File: config.mk
export PLATFORM = sky130hd
export DESIGN_NAME = rx_status_ctrl
export DESIGN_NICKNAME = d
export VERILOG_FILES = /design/src/rx_status_ctrl.v /design/src/sat_counter.v /design/src/status_fifo.v
export VERILOG_INCLUDE_DIRS = /design/src /design/src/src
export SDC_FILE = /design/constraint.sdc
export NUM_CORES = 1
export LEC_CHECK = 0
export ABC_AREA = 1
export BUFFER_PORTS_ARGS = -buffer_cell sky130_fd_sc_hd__clkbuf_2
export CELL_PAD_IN_SITES_DETAIL_PLACEMENT = 1
export CELL_PAD_IN_SITES_GLOBAL_PLACEMENT = 2
export CORE_MARGIN = 1.5
export CORE_UTILIZATION = 30
export DETAILED_ROUTE_END_ITERATION = 10
export PLACE_DENSITY = 0.58
export REMOVE_ABC_BUFFERS = 1
export SYNTH_ARGS = -nofsm -noshare
export SYNTH_HDL_FRONTEND = slang
export SYNTH_HIERARCHICAL = 1
export SYNTH_SLANG_ARGS = --single-unit
File: constraint.sdc
create_clock -name sys_clk_i -period 7.6 [get_ports sys_clk_i]
set_input_delay 1.14 -clock sys_clk_i [delete_from_list [all_inputs] [get_ports sys_clk_i]]
set_output_delay 1.14 -clock sys_clk_i [all_outputs]
set_load 0.05 [all_outputs]
File: src/rx_stat_defines.vh
// Purpose : shared constants of the receive status and control block
// Assumes : included by bare name from the rx_status_ctrl module only
// Notes   : offsets are APB byte addresses, one aligned 32-bit word each
`ifndef RX_STAT_DEFINES_VH
`define RX_STAT_DEFINES_VH

// ****************************************
// register offsets
// ****************************************
`define ADDR_RX_CTRL      8'h00
`define ADDR_RX_STATE     8'h04
`define ADDR_RX_STATUS    8'h08

// ****************************************
// control and state fields
// ****************************************
`define CTRL_EN_BIT       0
`define CTRL_FLUSH_BIT    1
`define STATE_ERR_BIT     0
`define STATE_HALT_BIT    1
`define STATE_LVL_LSB     8
`define CTRL_RESET        1'b0

// ****************************************
// status word field positions
// ****************************************
`define ST_FILT_FAIL      30
`define ST_LEN_MSB        29
`define ST_LEN_LSB        16
`define ST_ERR_SUM        15
`define ST_BCAST          13
`define ST_LEN_ERR        12
`define ST_RUNT           11
`define ST_MCAST          10
`define ST_TOO_LONG       7
`define ST_LATE_COL       6
`define ST_FRAME_TYPE     5
`define ST_WDOG           4
`define ST_MII_ERR        3
`define ST_DRIBBLE        2
`define ST_CRC_ERR        1

// ****************************************
// frame size limits in bytes, dribble limits in bits
// ****************************************
`define MAX_FRAME_BYTES   14'd1518
`define COL_WINDOW_BYTES  14'd64
`define TYPE_MIN_BYTES    14'd14
`define TYPE_THRESHOLD    16'h05DC
`define TYPE_HI_INDEX     14'd12
`define TYPE_LO_INDEX     14'd13
`define WDOG_BYTES        2048
`define DRIB_MII_BITS     3'd4
`define DRIB_10M_BITS     3'd3

// ****************************************
// receiver control states
// ****************************************
`define RXS_STOPPED       2'b00
`define RXS_RUN           2'b01
`define RXS_DRAIN         2'b10

`endif

File: src/rx_status_ctrl.v
// Purpose : builds the per-frame receive status word, pushes it into the
//           status fifo, halts and restarts the receiver, raises the
//           receive error flag; registers reached over APB
// Assumes : frame side byte strobes synchronous to sys_clk_i; frame ends
//           when rx_dv_i falls, crc and dribble inputs valid that cycle
// Notes   : zero wait state APB slave, unmapped addresses answer pslverr
// Behaviour
// RULE1 - status bits 9:8 and 0 read zero
// RULE2 - bit 7 flags frame over 1518 bytes
// RULE3 - bit 6 flags late collision
// RULE4 - bit 5 set when type field exceeds 1500
// RULE5 - frame type clear for frames under 14 bytes
// RULE6 - bit 4 flags receive watchdog expiry
// RULE7 - bit 3 flags receive error during frame
// RULE8 - bit 2 flags dribble bits per mode
// RULE9 - dribble suppressed when late collision set
// RULE10 - dribble with good crc is valid frame
// RULE11 - bit 1 flags crc mismatch or receive error
// RULE12 - host ignores crc bit in bad frames
// RULE13 - host clears enable bit to halt
// RULE14 - pulse halted interrupt once receiver stops
// RULE15 - host may flush, then re-enables receiver
// RULE16 - error flag on underruns or status overrun
// RULE17 - receiver keeps running after error flag
// RULE18 - host finds and recovers error cause
// RULE19 - bit 15 is or of 11,7,6,1
// RULE20 - bits 29:16 carry frame size
// RULE21 - whole status word pushed once per frame
`timescale 1ns/1ns
`include "rx_stat_defines.vh"
module rx_status_ctrl #(
  parameter WDOG_LIMIT = `WDOG_BYTES,   // watchdog byte limit, 2048..2560
  parameter FIFO_AW    = 4              // log2 of status fifo depth
) (
  input  wire        sys_clk_i,         // system clock, 25 MHz
  input  wire        arst_n_i,          // async reset, active low
  // apb slave
  input  wire        psel,              // slave select
  input  wire        penable,           // access phase
  input  wire        pwrite,            // write direction
  input  wire [7:0]  paddr,             // byte address
  input  wire [31:0] pwdata,            // write data
  output wire        pready,            // always ready
  output wire        pslverr,           // unmapped access
  output reg  [31:0] prdata,            // read data
  // frame side from the mac receive path
  input  wire        rx_dv_i,           // frame in progress
  input  wire        rx_byte_valid_i,   // one byte received
  input  wire [7:0]  rx_byte_i,         // received byte
  input  wire        rx_er_i,           // mii receive error
  input  wire        rx_col_i,          // collision seen
  input  wire        rx_crc_ok_i,       // fcs matched, at frame end
  input  wire [2:0]  rx_dribble_i,      // leftover bits, at frame end
  input  wire        mode_10m_i,        // 1 = 10 Mbps, 0 = mii mode
  input  wire        filt_fail_i,       // address filter failed
  input  wire        bcast_i,           // broadcast destination
  input  wire        mcast_i,           // multicast destination
  input  wire        len_err_i,         // length field mismatch
  input  wire        data_underrun_i,   // host underran data fifo
  output wire        rx_accept_o,       // frame logic may take frames
  output reg         receiver_halted_interrupt_o, // halt pulse
  output wire        receive_error_flag_o         // sticky error level
);

  // ****************************************
  // declarations
  // ****************************************
  reg         receive_enable_bit_reg;   // software enable
  reg         err_flag_reg;             // sticky receive error
  reg  [1:0]  state_reg;                // receiver control state
  reg  [1:0]  state_next;               // next control state
  reg         in_frame_reg;             // accepted frame under way
  reg         er_seen_reg;              // receive error seen
  reg         col_seen_reg;             // late collision seen
  reg  [7:0]  type_hi_reg;              // type field high byte
  reg  [7:0]  type_lo_reg;              // type field low byte
  reg         push_reg;                 // push status this cycle
  reg  [31:0] word_reg;                 // status word to push
  reg         rd_empty_reg;             // empty seen in setup cycle
  reg  [31:0] word_next;                // assembled status word
  wire [13:0] byte_cnt;                 // bytes so far
  wire        frame_start;              // accepted frame begins
  wire        frame_end;                // accepted frame finishes
  wire        setup_ph;                 // apb setup cycle
  wire        access_ph;                // apb access completes
  wire        hit_ctrl;                 // control register hit
  wire        hit_state;                // state register hit
  wire        hit_status;               // status port hit
  wire        pop_req;                  // host status read
  wire        flush_req;                // flush written while stopped
  wire        underrun;                 // status read when empty
  wire        overrun;                  // push into full fifo
  wire [31:0] head;                     // fifo head word
  wire        fifo_empty;               // fifo holds nothing
  wire        fifo_full;                // fifo has no room
  wire [FIFO_AW:0] fifo_lvl;            // words in fifo
  wire [15:0] type_field;               // length/type field
  wire        dribble_hit;              // leftover bits qualify

  // ****************************************
  // apb decode
  // ****************************************
  assign setup_ph   = psel && !penable;
  assign access_ph  = psel && penable;
  assign hit_ctrl   = (paddr == `ADDR_RX_CTRL);
  assign hit_state  = (paddr == `ADDR_RX_STATE);
  assign hit_status = (paddr == `ADDR_RX_STATUS);
  assign pready     = 1'b1;
  assign pslverr    = access_ph && !(hit_ctrl || hit_state || hit_status);
  assign pop_req    = access_ph && !pwrite && hit_status;
  // flush only acts once the receiver has come to rest
  assign flush_req  = access_ph && pwrite && hit_ctrl && pwdata[`CTRL_FLUSH_BIT]
                      && (state_reg == `RXS_STOPPED); // [RULE15]
  // empty is judged at setup so the returned word and the pop agree
  assign underrun   = pop_req && rd_empty_reg;
  assign overrun    = push_reg && fifo_full;

  // ****************************************
  // apb registers and read data
  // ****************************************
  // read data latched in the setup cycle, shown in the access cycle
  always @(posedge sys_clk_i or negedge arst_n_i) begin
    if (!arst_n_i) begin
      prdata                 <= 32'h0000_0000;
      rd_empty_reg           <= 1'b1;
      receive_enable_bit_reg <= `CTRL_RESET;
    end else begin
      if (setup_ph) begin
        rd_empty_reg <= fifo_empty;
        if (pwrite) begin
          prdata <= 32'h0000_0000;
        end else if (hit_ctrl) begin
          prdata <= {31'h0000_0000, receive_enable_bit_reg};
        end else if (hit_state) begin
          prdata <= {16'h0000, {(8-FIFO_AW-1){1'b0}}, fifo_lvl, 6'h00,
                     (state_reg == `RXS_STOPPED), err_flag_reg};
        end else if (hit_status && !fifo_empty) begin
          prdata <= head;
        end else begin
          // unmapped or empty status port reads zero
          prdata <= 32'h0000_0000;
        end
      end
      // host clears or sets the enable to halt or resume
      if (access_ph && pwrite && hit_ctrl) begin
        receive_enable_bit_reg <= pwdata[`CTRL_EN_BIT]; // [RULE13]
      end
    end
  end

  // ****************************************
  // receive error flag
  // ****************************************
  // write one to clear; a new event in the same cycle wins over the clear
  always @(posedge sys_clk_i or negedge arst_n_i) begin
    if (!arst_n_i) begin
      err_flag_reg <= 1'b0;
    end else if (data_underrun_i || underrun || overrun) begin
      err_flag_reg <= 1'b1; // [RULE16]
    end else if (access_ph && pwrite && hit_state && pwdata[`STATE_ERR_BIT]) begin
      err_flag_reg <= 1'b0;
    end
  end

  assign receive_error_flag_o = err_flag_reg;

  // ****************************************
  // receiver control state machine
  // ****************************************
  // the error flag never enters here, so reception carries on [RULE17]
  always @* begin
    state_next = state_reg;
    case (state_reg)
      `RXS_STOPPED: begin
        if (receive_enable_bit_reg) begin
          state_next = `RXS_RUN;
        end
      end
      `RXS_RUN: begin
        if (!receive_enable_bit_reg) begin
          state_next = `RXS_DRAIN;
        end
      end
      `RXS_DRAIN: begin
        // a frame under way is finished before the halt
        if (!in_frame_reg || frame_end) begin
          state_next = `RXS_STOPPED;
        end
      end
      default: begin
        state_next = `RXS_STOPPED;
      end
    endcase
  end

  // state register and one-cycle halt pulse
  always @(posedge sys_clk_i or negedge arst_n_i) begin
    if (!arst_n_i) begin
      state_reg                   <= `RXS_STOPPED;
      receiver_halted_interrupt_o <= 1'b0;
    end else begin
      state_reg <= state_next;
      receiver_halted_interrupt_o <= (state_reg == `RXS_DRAIN) &&
                                     (state_next == `RXS_STOPPED); // [RULE14]
    end
  end

  assign rx_accept_o = (state_reg == `RXS_RUN);

  // ****************************************
  // frame tracking
  // ****************************************
  // frames only start while running; a frame already started while
  // draining is still finished so its status is not lost
  assign frame_start = rx_dv_i && !in_frame_reg && rx_accept_o;
  assign frame_end   = in_frame_reg && !rx_dv_i;

  sat_counter #(
    .WIDTH (14)
  ) u_byte_cnt (
    .sys_clk_i (sys_clk_i),
    .arst_n_i  (arst_n_i),
    .clear_i   (frame_end),
    .inc_i     ((in_frame_reg || frame_start) && rx_dv_i && rx_byte_valid_i),
    .count_o   (byte_cnt)
  );

  // per-frame sticky observations
  always @(posedge sys_clk_i or negedge arst_n_i) begin
    if (!arst_n_i) begin
      in_frame_reg <= 1'b0;
      er_seen_reg  <= 1'b0;
      col_seen_reg <= 1'b0;
      type_hi_reg  <= 8'h00;
      type_lo_reg  <= 8'h00;
    end else if (frame_start) begin
      in_frame_reg <= 1'b1;
      er_seen_reg  <= rx_er_i;
      col_seen_reg <= 1'b0;
      type_hi_reg  <= 8'h00;
      type_lo_reg  <= 8'h00;
    end else if (in_frame_reg) begin
      if (!rx_dv_i) begin
        in_frame_reg <= 1'b0;
      end
      if (rx_dv_i && rx_er_i) begin
        er_seen_reg <= 1'b1; // [RULE7]
      end
      // only a collision past the window counts as late
      if (rx_dv_i && rx_col_i && (byte_cnt >= `COL_WINDOW_BYTES)) begin
        col_seen_reg <= 1'b1; // [RULE3]
      end
      if (rx_dv_i && rx_byte_valid_i && (byte_cnt == `TYPE_HI_INDEX)) begin
        type_hi_reg <= rx_byte_i;
      end
      if (rx_dv_i && rx_byte_valid_i && (byte_cnt == `TYPE_LO_INDEX)) begin
        type_lo_reg <= rx_byte_i;
      end
    end
  end

  // ****************************************
  // status word assembly
  // ****************************************
  assign type_field  = {type_hi_reg, type_lo_reg};
  // mii mode needs exactly four leftover bits, 10 Mbps three or more
  assign dribble_hit = mode_10m_i ? (rx_dribble_i >= `DRIB_10M_BITS)
                                  : (rx_dribble_i == `DRIB_MII_BITS); // [RULE8]

  // reserved positions stay at their zero default [RULE1]
  always @* begin
    word_next = 32'h0000_0000;
    word_next[`ST_FILT_FAIL]  = filt_fail_i;
    word_next[`ST_LEN_MSB:`ST_LEN_LSB] = byte_cnt; // [RULE20]
    word_next[`ST_BCAST]      = bcast_i;
    word_next[`ST_LEN_ERR]    = len_err_i;
    word_next[`ST_RUNT]       = (byte_cnt < `COL_WINDOW_BYTES);
    word_next[`ST_MCAST]      = mcast_i;
    // indication only; the frame is never cut short
    word_next[`ST_TOO_LONG]   = (byte_cnt > `MAX_FRAME_BYTES); // [RULE2]
    word_next[`ST_LATE_COL]   = col_seen_reg;
    // type bit needs the whole type field, so frames under 14 bytes leave it clear
    word_next[`ST_FRAME_TYPE] = (byte_cnt >= `TYPE_MIN_BYTES) &&
                                (type_field > `TYPE_THRESHOLD); // [RULE4] [RULE5]
    // the byte count is the watchdog; reception continues past it
    word_next[`ST_WDOG]       = ({18'h00000, byte_cnt} > WDOG_LIMIT); // [RULE6]
    word_next[`ST_MII_ERR]    = er_seen_reg;
    // a late collision masks the dribble indication; with a good crc
    // the dribble bit alone leaves the frame valid [RULE9] [RULE10]
    word_next[`ST_DRIBBLE]    = dribble_hit && !col_seen_reg;
    // host disregards this bit for runt, late collision, watchdog [RULE12]
    word_next[`ST_CRC_ERR]    = !rx_crc_ok_i || er_seen_reg; // [RULE11]
    word_next[`ST_ERR_SUM]    = word_next[`ST_RUNT] | word_next[`ST_TOO_LONG] |
                                word_next[`ST_LATE_COL] |
                                word_next[`ST_CRC_ERR]; // [RULE19]
  end

  // the finished word is registered and pushed as one entry
  always @(posedge sys_clk_i or negedge arst_n_i) begin
    if (!arst_n_i) begin
      push_reg <= 1'b0;
      word_reg <= 32'h0000_0000;
    end else begin
      push_reg <= frame_end; // [RULE21]
      if (frame_end) begin
        word_reg <= word_next;
      end
    end
  end

  // ****************************************
  // status fifo
  // ****************************************
  status_fifo #(
    .WIDTH (32),
    .AW    (FIFO_AW)
  ) u_status_fifo (
    .sys_clk_i   (sys_clk_i),
    .arst_n_i    (arst_n_i),
    .flush_i     (flush_req),
    .push_i      (push_reg),
    .push_data_i (word_reg),
    .pop_i       (pop_req && !rd_empty_reg),
    .head_o      (head),
    .empty_o     (fifo_empty),
    .full_o      (fifo_full),
    .level_o     (fifo_lvl)
  );

endmodule

File: src/sat_counter.v
// Purpose : saturating up counter with synchronous clear
// Assumes : clear has priority over increment
// Notes   : holds at all ones so a long frame never wraps its size
`timescale 1ns/1ns
module sat_counter #(
  parameter WIDTH = 14                  // counter width
) (
  input  wire             sys_clk_i,    // system clock
  input  wire             arst_n_i,     // async reset, active low
  input  wire             clear_i,      // synchronous clear
  input  wire             inc_i,        // count one step
  output wire [WIDTH-1:0] count_o       // current count
);

  reg [WIDTH-1:0] cnt_reg;              // count value

  // ****************************************
  // counter
  // ****************************************
  // clear first, then step unless already saturated
  always @(posedge sys_clk_i or negedge arst_n_i) begin
    if (!arst_n_i) begin
      cnt_reg <= {WIDTH{1'b0}};
    end else if (clear_i) begin
      cnt_reg <= {WIDTH{1'b0}};
    end else if (inc_i && (cnt_reg != {WIDTH{1'b1}})) begin
      cnt_reg <= cnt_reg + {{(WIDTH-1){1'b0}}, 1'b1};
    end
  end

  assign count_o = cnt_reg;

endmodule

File: src/status_fifo.v
// Purpose : synchronous FIFO holding complete receive status words
// Assumes : push when full and pop when empty are dropped
// Notes   : caller flags those cases as overrun and underrun
`timescale 1ns/1ns
module status_fifo #(
  parameter WIDTH = 32,                 // word width
  parameter AW    = 4                   // log2 of depth
) (
  input  wire             sys_clk_i,    // system clock
  input  wire             arst_n_i,     // async reset, active low
  input  wire             flush_i,      // empty the fifo
  input  wire             push_i,       // write one word
  input  wire [WIDTH-1:0] push_data_i,  // word to write
  input  wire             pop_i,        // drop head word
  output wire [WIDTH-1:0] head_o,       // head word
  output wire             empty_o,      // no words held
  output wire             full_o,       // no room left
  output wire [AW:0]      level_o       // words held
);

  reg [WIDTH-1:0] mem [0:(1<<AW)-1];    // storage array
  reg [AW:0]      wr_ptr_reg;           // write pointer with wrap bit
  reg [AW:0]      rd_ptr_reg;           // read pointer with wrap bit
  wire            do_push;              // accepted write
  wire            do_pop;               // accepted read

  assign level_o = wr_ptr_reg - rd_ptr_reg;
  assign empty_o = (wr_ptr_reg == rd_ptr_reg);
  assign full_o  = (level_o == (1 << AW));
  assign do_push = push_i && !full_o;
  assign do_pop  = pop_i && !empty_o;
  assign head_o  = mem[rd_ptr_reg[AW-1:0]];

  // ****************************************
  // storage, no reset needed on the data
  // ****************************************
  always @(posedge sys_clk_i) begin
    if (do_push) begin
      mem[wr_ptr_reg[AW-1:0]] <= push_data_i;
    end
  end

  // ****************************************
  // pointers
  // ****************************************
  // flush returns both pointers to their reset state
  always @(posedge sys_clk_i or negedge arst_n_i) begin
    if (!arst_n_i) begin
      wr_ptr_reg <= {(AW+1){1'b0}};
      rd_ptr_reg <= {(AW+1){1'b0}};
    end else if (flush_i) begin
      wr_ptr_reg <= {(AW+1){1'b0}};
      rd_ptr_reg <= {(AW+1){1'b0}};
    end else begin
      if (do_push) begin
        wr_ptr_reg <= wr_ptr_reg + {{AW{1'b0}}, 1'b1};
      end
      if (do_pop) begin
        rd_ptr_reg <= rd_ptr_reg + {{AW{1'b0}}, 1'b1};
      end
    end
  end

endmodule

==> reports/results.ini <==
[timing]
finalCritPeriodShare=0.683
slew_headroom=0.299
setup_violations=0
worstMarginPinSlew_ns=1.05
finalHoldViolCount=0
min_period_ns=5.19
rsz0062_at_grt=no
fin_ws_ns=2.41
fmax_mhz=193
skew_ns=0.0164
slew_viol_final=0

[finish]
syn_to_final_growth_pct=16.8
final_cells=3578
nNetsFinal=2455
final_cell_area_um2=30000
fillers=9259
num_antenna_cells=0
layout-drive-gt1-share=0.113
largest_reg_flops=512

[critical_path]
start_kind=flip-flop
worstPathRequired_ns=7.83
cp-end-kind=flip-flop
worstPathMaxFanout=64
r2r_cells=10
arrival_ns=5.42
crit_type=reg2reg
r2r-start=u_status_fifo/rd_ptr_reg[1]
startpoint=u_status_fifo/rd_ptr_reg[1]
r2r_slack_ns=2.41
r2r_end=u_status_fifo/mem[0][23]

[global_route]
overflow=0
grt_max_degree=153
grt_pass1_vias=17830
antenna_found_initial=3
grt_usage=0.183
grt_pass1_wl_um=117000

[synth]
postSynthCellCount=2234
syn_area_per_cell_um2=11.5
ys_top_cells_by_area=edfxtp_1 60%, dfrtp_1 11%, nor2_1 5.6%, nand2_1 5.1%, o21ai_0 4.5%
synth_area_leader_cell=edfxtp_1
async_flop_share=0.176
yosysWarnings=6
synth_edf_count=512
synth_seq_cells=621
synth_most_common_cell=edfxtp_1
synth_common_cells=512 x edfxtp_1, 384 x nor2_1, 346 x nand2_1
synth_ff_type=edfxtp_1
synth_top_area_frac=0.599
synthDistinctLibCells=43
ys_seq_area_frac=0.705
synth.cell_area_um2=25700

[power_and_ir_drop]
p_int_mw=5.91
p_per_area_nw_per_um2=252
power_frac_seq=0.494
p_switching_mw=1.65
pwr-share-comb=0.039
ir_drop_mv=0.140
clkPwrFrac=0.467
swShare=0.219
total_power_mw=7.56
leakage_nw=11.4

[drt]
viasPerCell=4.87
vias=17410
drtAntennaViolNets=0
postRouteWirelength_um=79100
drc_errors=0
drt_iter0_drc=956
firstDrtPassIters=5
wl_per_cell_um=22.1

[clocking]
cts_max_level=3
hold_buffers=0
cts_made_buffers=75
insertion_delay_ns=0.61
cts_resized=0
cts_setup_buffers=0
cts_tree=built
clockBufferDepth=3
path_clk_slew_ns=0.06
clock_sinks=621
root_buffer=clkbuf_16

[placement]
dp_hpwl_um=43000
placed_cells=3444
port_buffers=72
placed_cell_area_um2=27600
gp_congestion=0.744
pre_cts_ws_ns=2.41

[die]
start_util=0.302
fp.dieH_um=295
dieArea_um2=87300
coreArea_um2=85000
die_w_um=295
ioPinCount=104
rows=107

[min_path]
hp-start=rd_empty_reg
min_delay_path_depth=2
hold_end=rd_empty_reg
hold_class=reg2reg

[run]
drv_cap=0

[outcome]
status=finished, final reports clean

## critical path, cell delays in order, from the launching register on
cell and delay, ns:
dfrtp_4 0.94, inv_2 0.49, fa_1 0.56, nand2_1 0.09
nand2_1 0.08, nand3_1 0.09, nand2_1 0.09, nand3_2 0.18
nand2_1 0.61, nor3_2 1.00, buf_4 0.61
## kinds of logic after synthesis
| family | count (synthesis) | synth area share |
|---|---|---|
| adders and majority gates | 11 | 0.00566 |
| and+or+nand+nor | 946 | 0.154 |
| buffers and inverters | 215 | 0.0374 |
| AOI/OAI and AO/OA | 431 | 0.0940 |
| other | 2 | 0.000293 |
| DFF | 621 | 0.705 |
| xor gates and xnor gates | 8 | 0.00273 |
## metal layers
| metal | part of all wire | GRT usage | wire, um | up-vias |
|---|---|---|---|---|
| met2 | 0.49 | 0.316 | 39100 | 273 |
| li1 | - | - | - | 8101 |
| met3 | 0.030 | 0.0236 | 2400 | 117 |
| met4 | 0.021 | 0.0445 | 1620 | 0 |
| met5 | 0 | 0 | 0 | - |
| met1 | 0.46 | 0.243 | 36000 | 8919 |
## stage by stage
| step | hold slack, ns | util | TNS [ns] |
|---|---|---|---|
| after global placement | 0.461 | 0.324 | 0 |
| after detailed placement | 0.468 | 0.324 | 0 |
| after global routing | 0.503 | 0.353 | 0 |
| final | 0.478 | 0.353 | 0 |
| after CTS | 0.480 | 0.353 | 0 |
| after floorplan | 0.451 | - | -355.70 |
## layout make-up
cell class,instances,area [um^2],area share
inverters,91,347,0.0116
flip-flops and latches,621,18100,0.604
clock inverters,27,262,0.00872
clock buffers,107,2150,0.0718
multi-input cells,1477,6990,0.233
repair buffers,111,684,0.0228
well taps,1144,1430,0.0477
## power groups by stage
stage	Sequential, mW	Combinational, mW	Clock, mW
floorplan	3.80	0.166	0
global placement	3.80	0.293	0
detailed placement	3.81	0.298	0
CTS	3.74	0.299	3.63
global route	3.74	0.330	3.75
finish	3.74	0.292	3.53
## cell usage in the layout (no fill, tap or decap), drive strengths merged, types with 2 or more instances in the layout
cell and count:
clkinv 19, nand3b 5, o211ai 65, a21oi 10, nand4 21, inv 92, xor2 8, nor2 398
edfxtp 512, nand2 351, nor3 20, o22ai 66, o21ai 286, dfrtp 108, nor4 2, conb 81
clkinvlp 2, clkbuf 178, or2 3, buf 40, nand3 145, ha 10, bufinv 5
## how the worst max path moves through the flow
stage	endpoint	slack, ns	cells past startpoint
after global routing	u_status_fifo/mem[0][22]	2.10	10
after floorplan	u_status_fifo/mem[0][0]	-0.72	9
after CTS	u_status_fifo/mem[0][23]	2.37	10
after detailed placement	u_status_fifo/mem[0][25]	2.41	10
after global placement	u_status_fifo/mem[0][10]	2.51	10
final	u_status_fifo/mem[0][23]	2.41	10
Power figures use the tool's default switching activity.
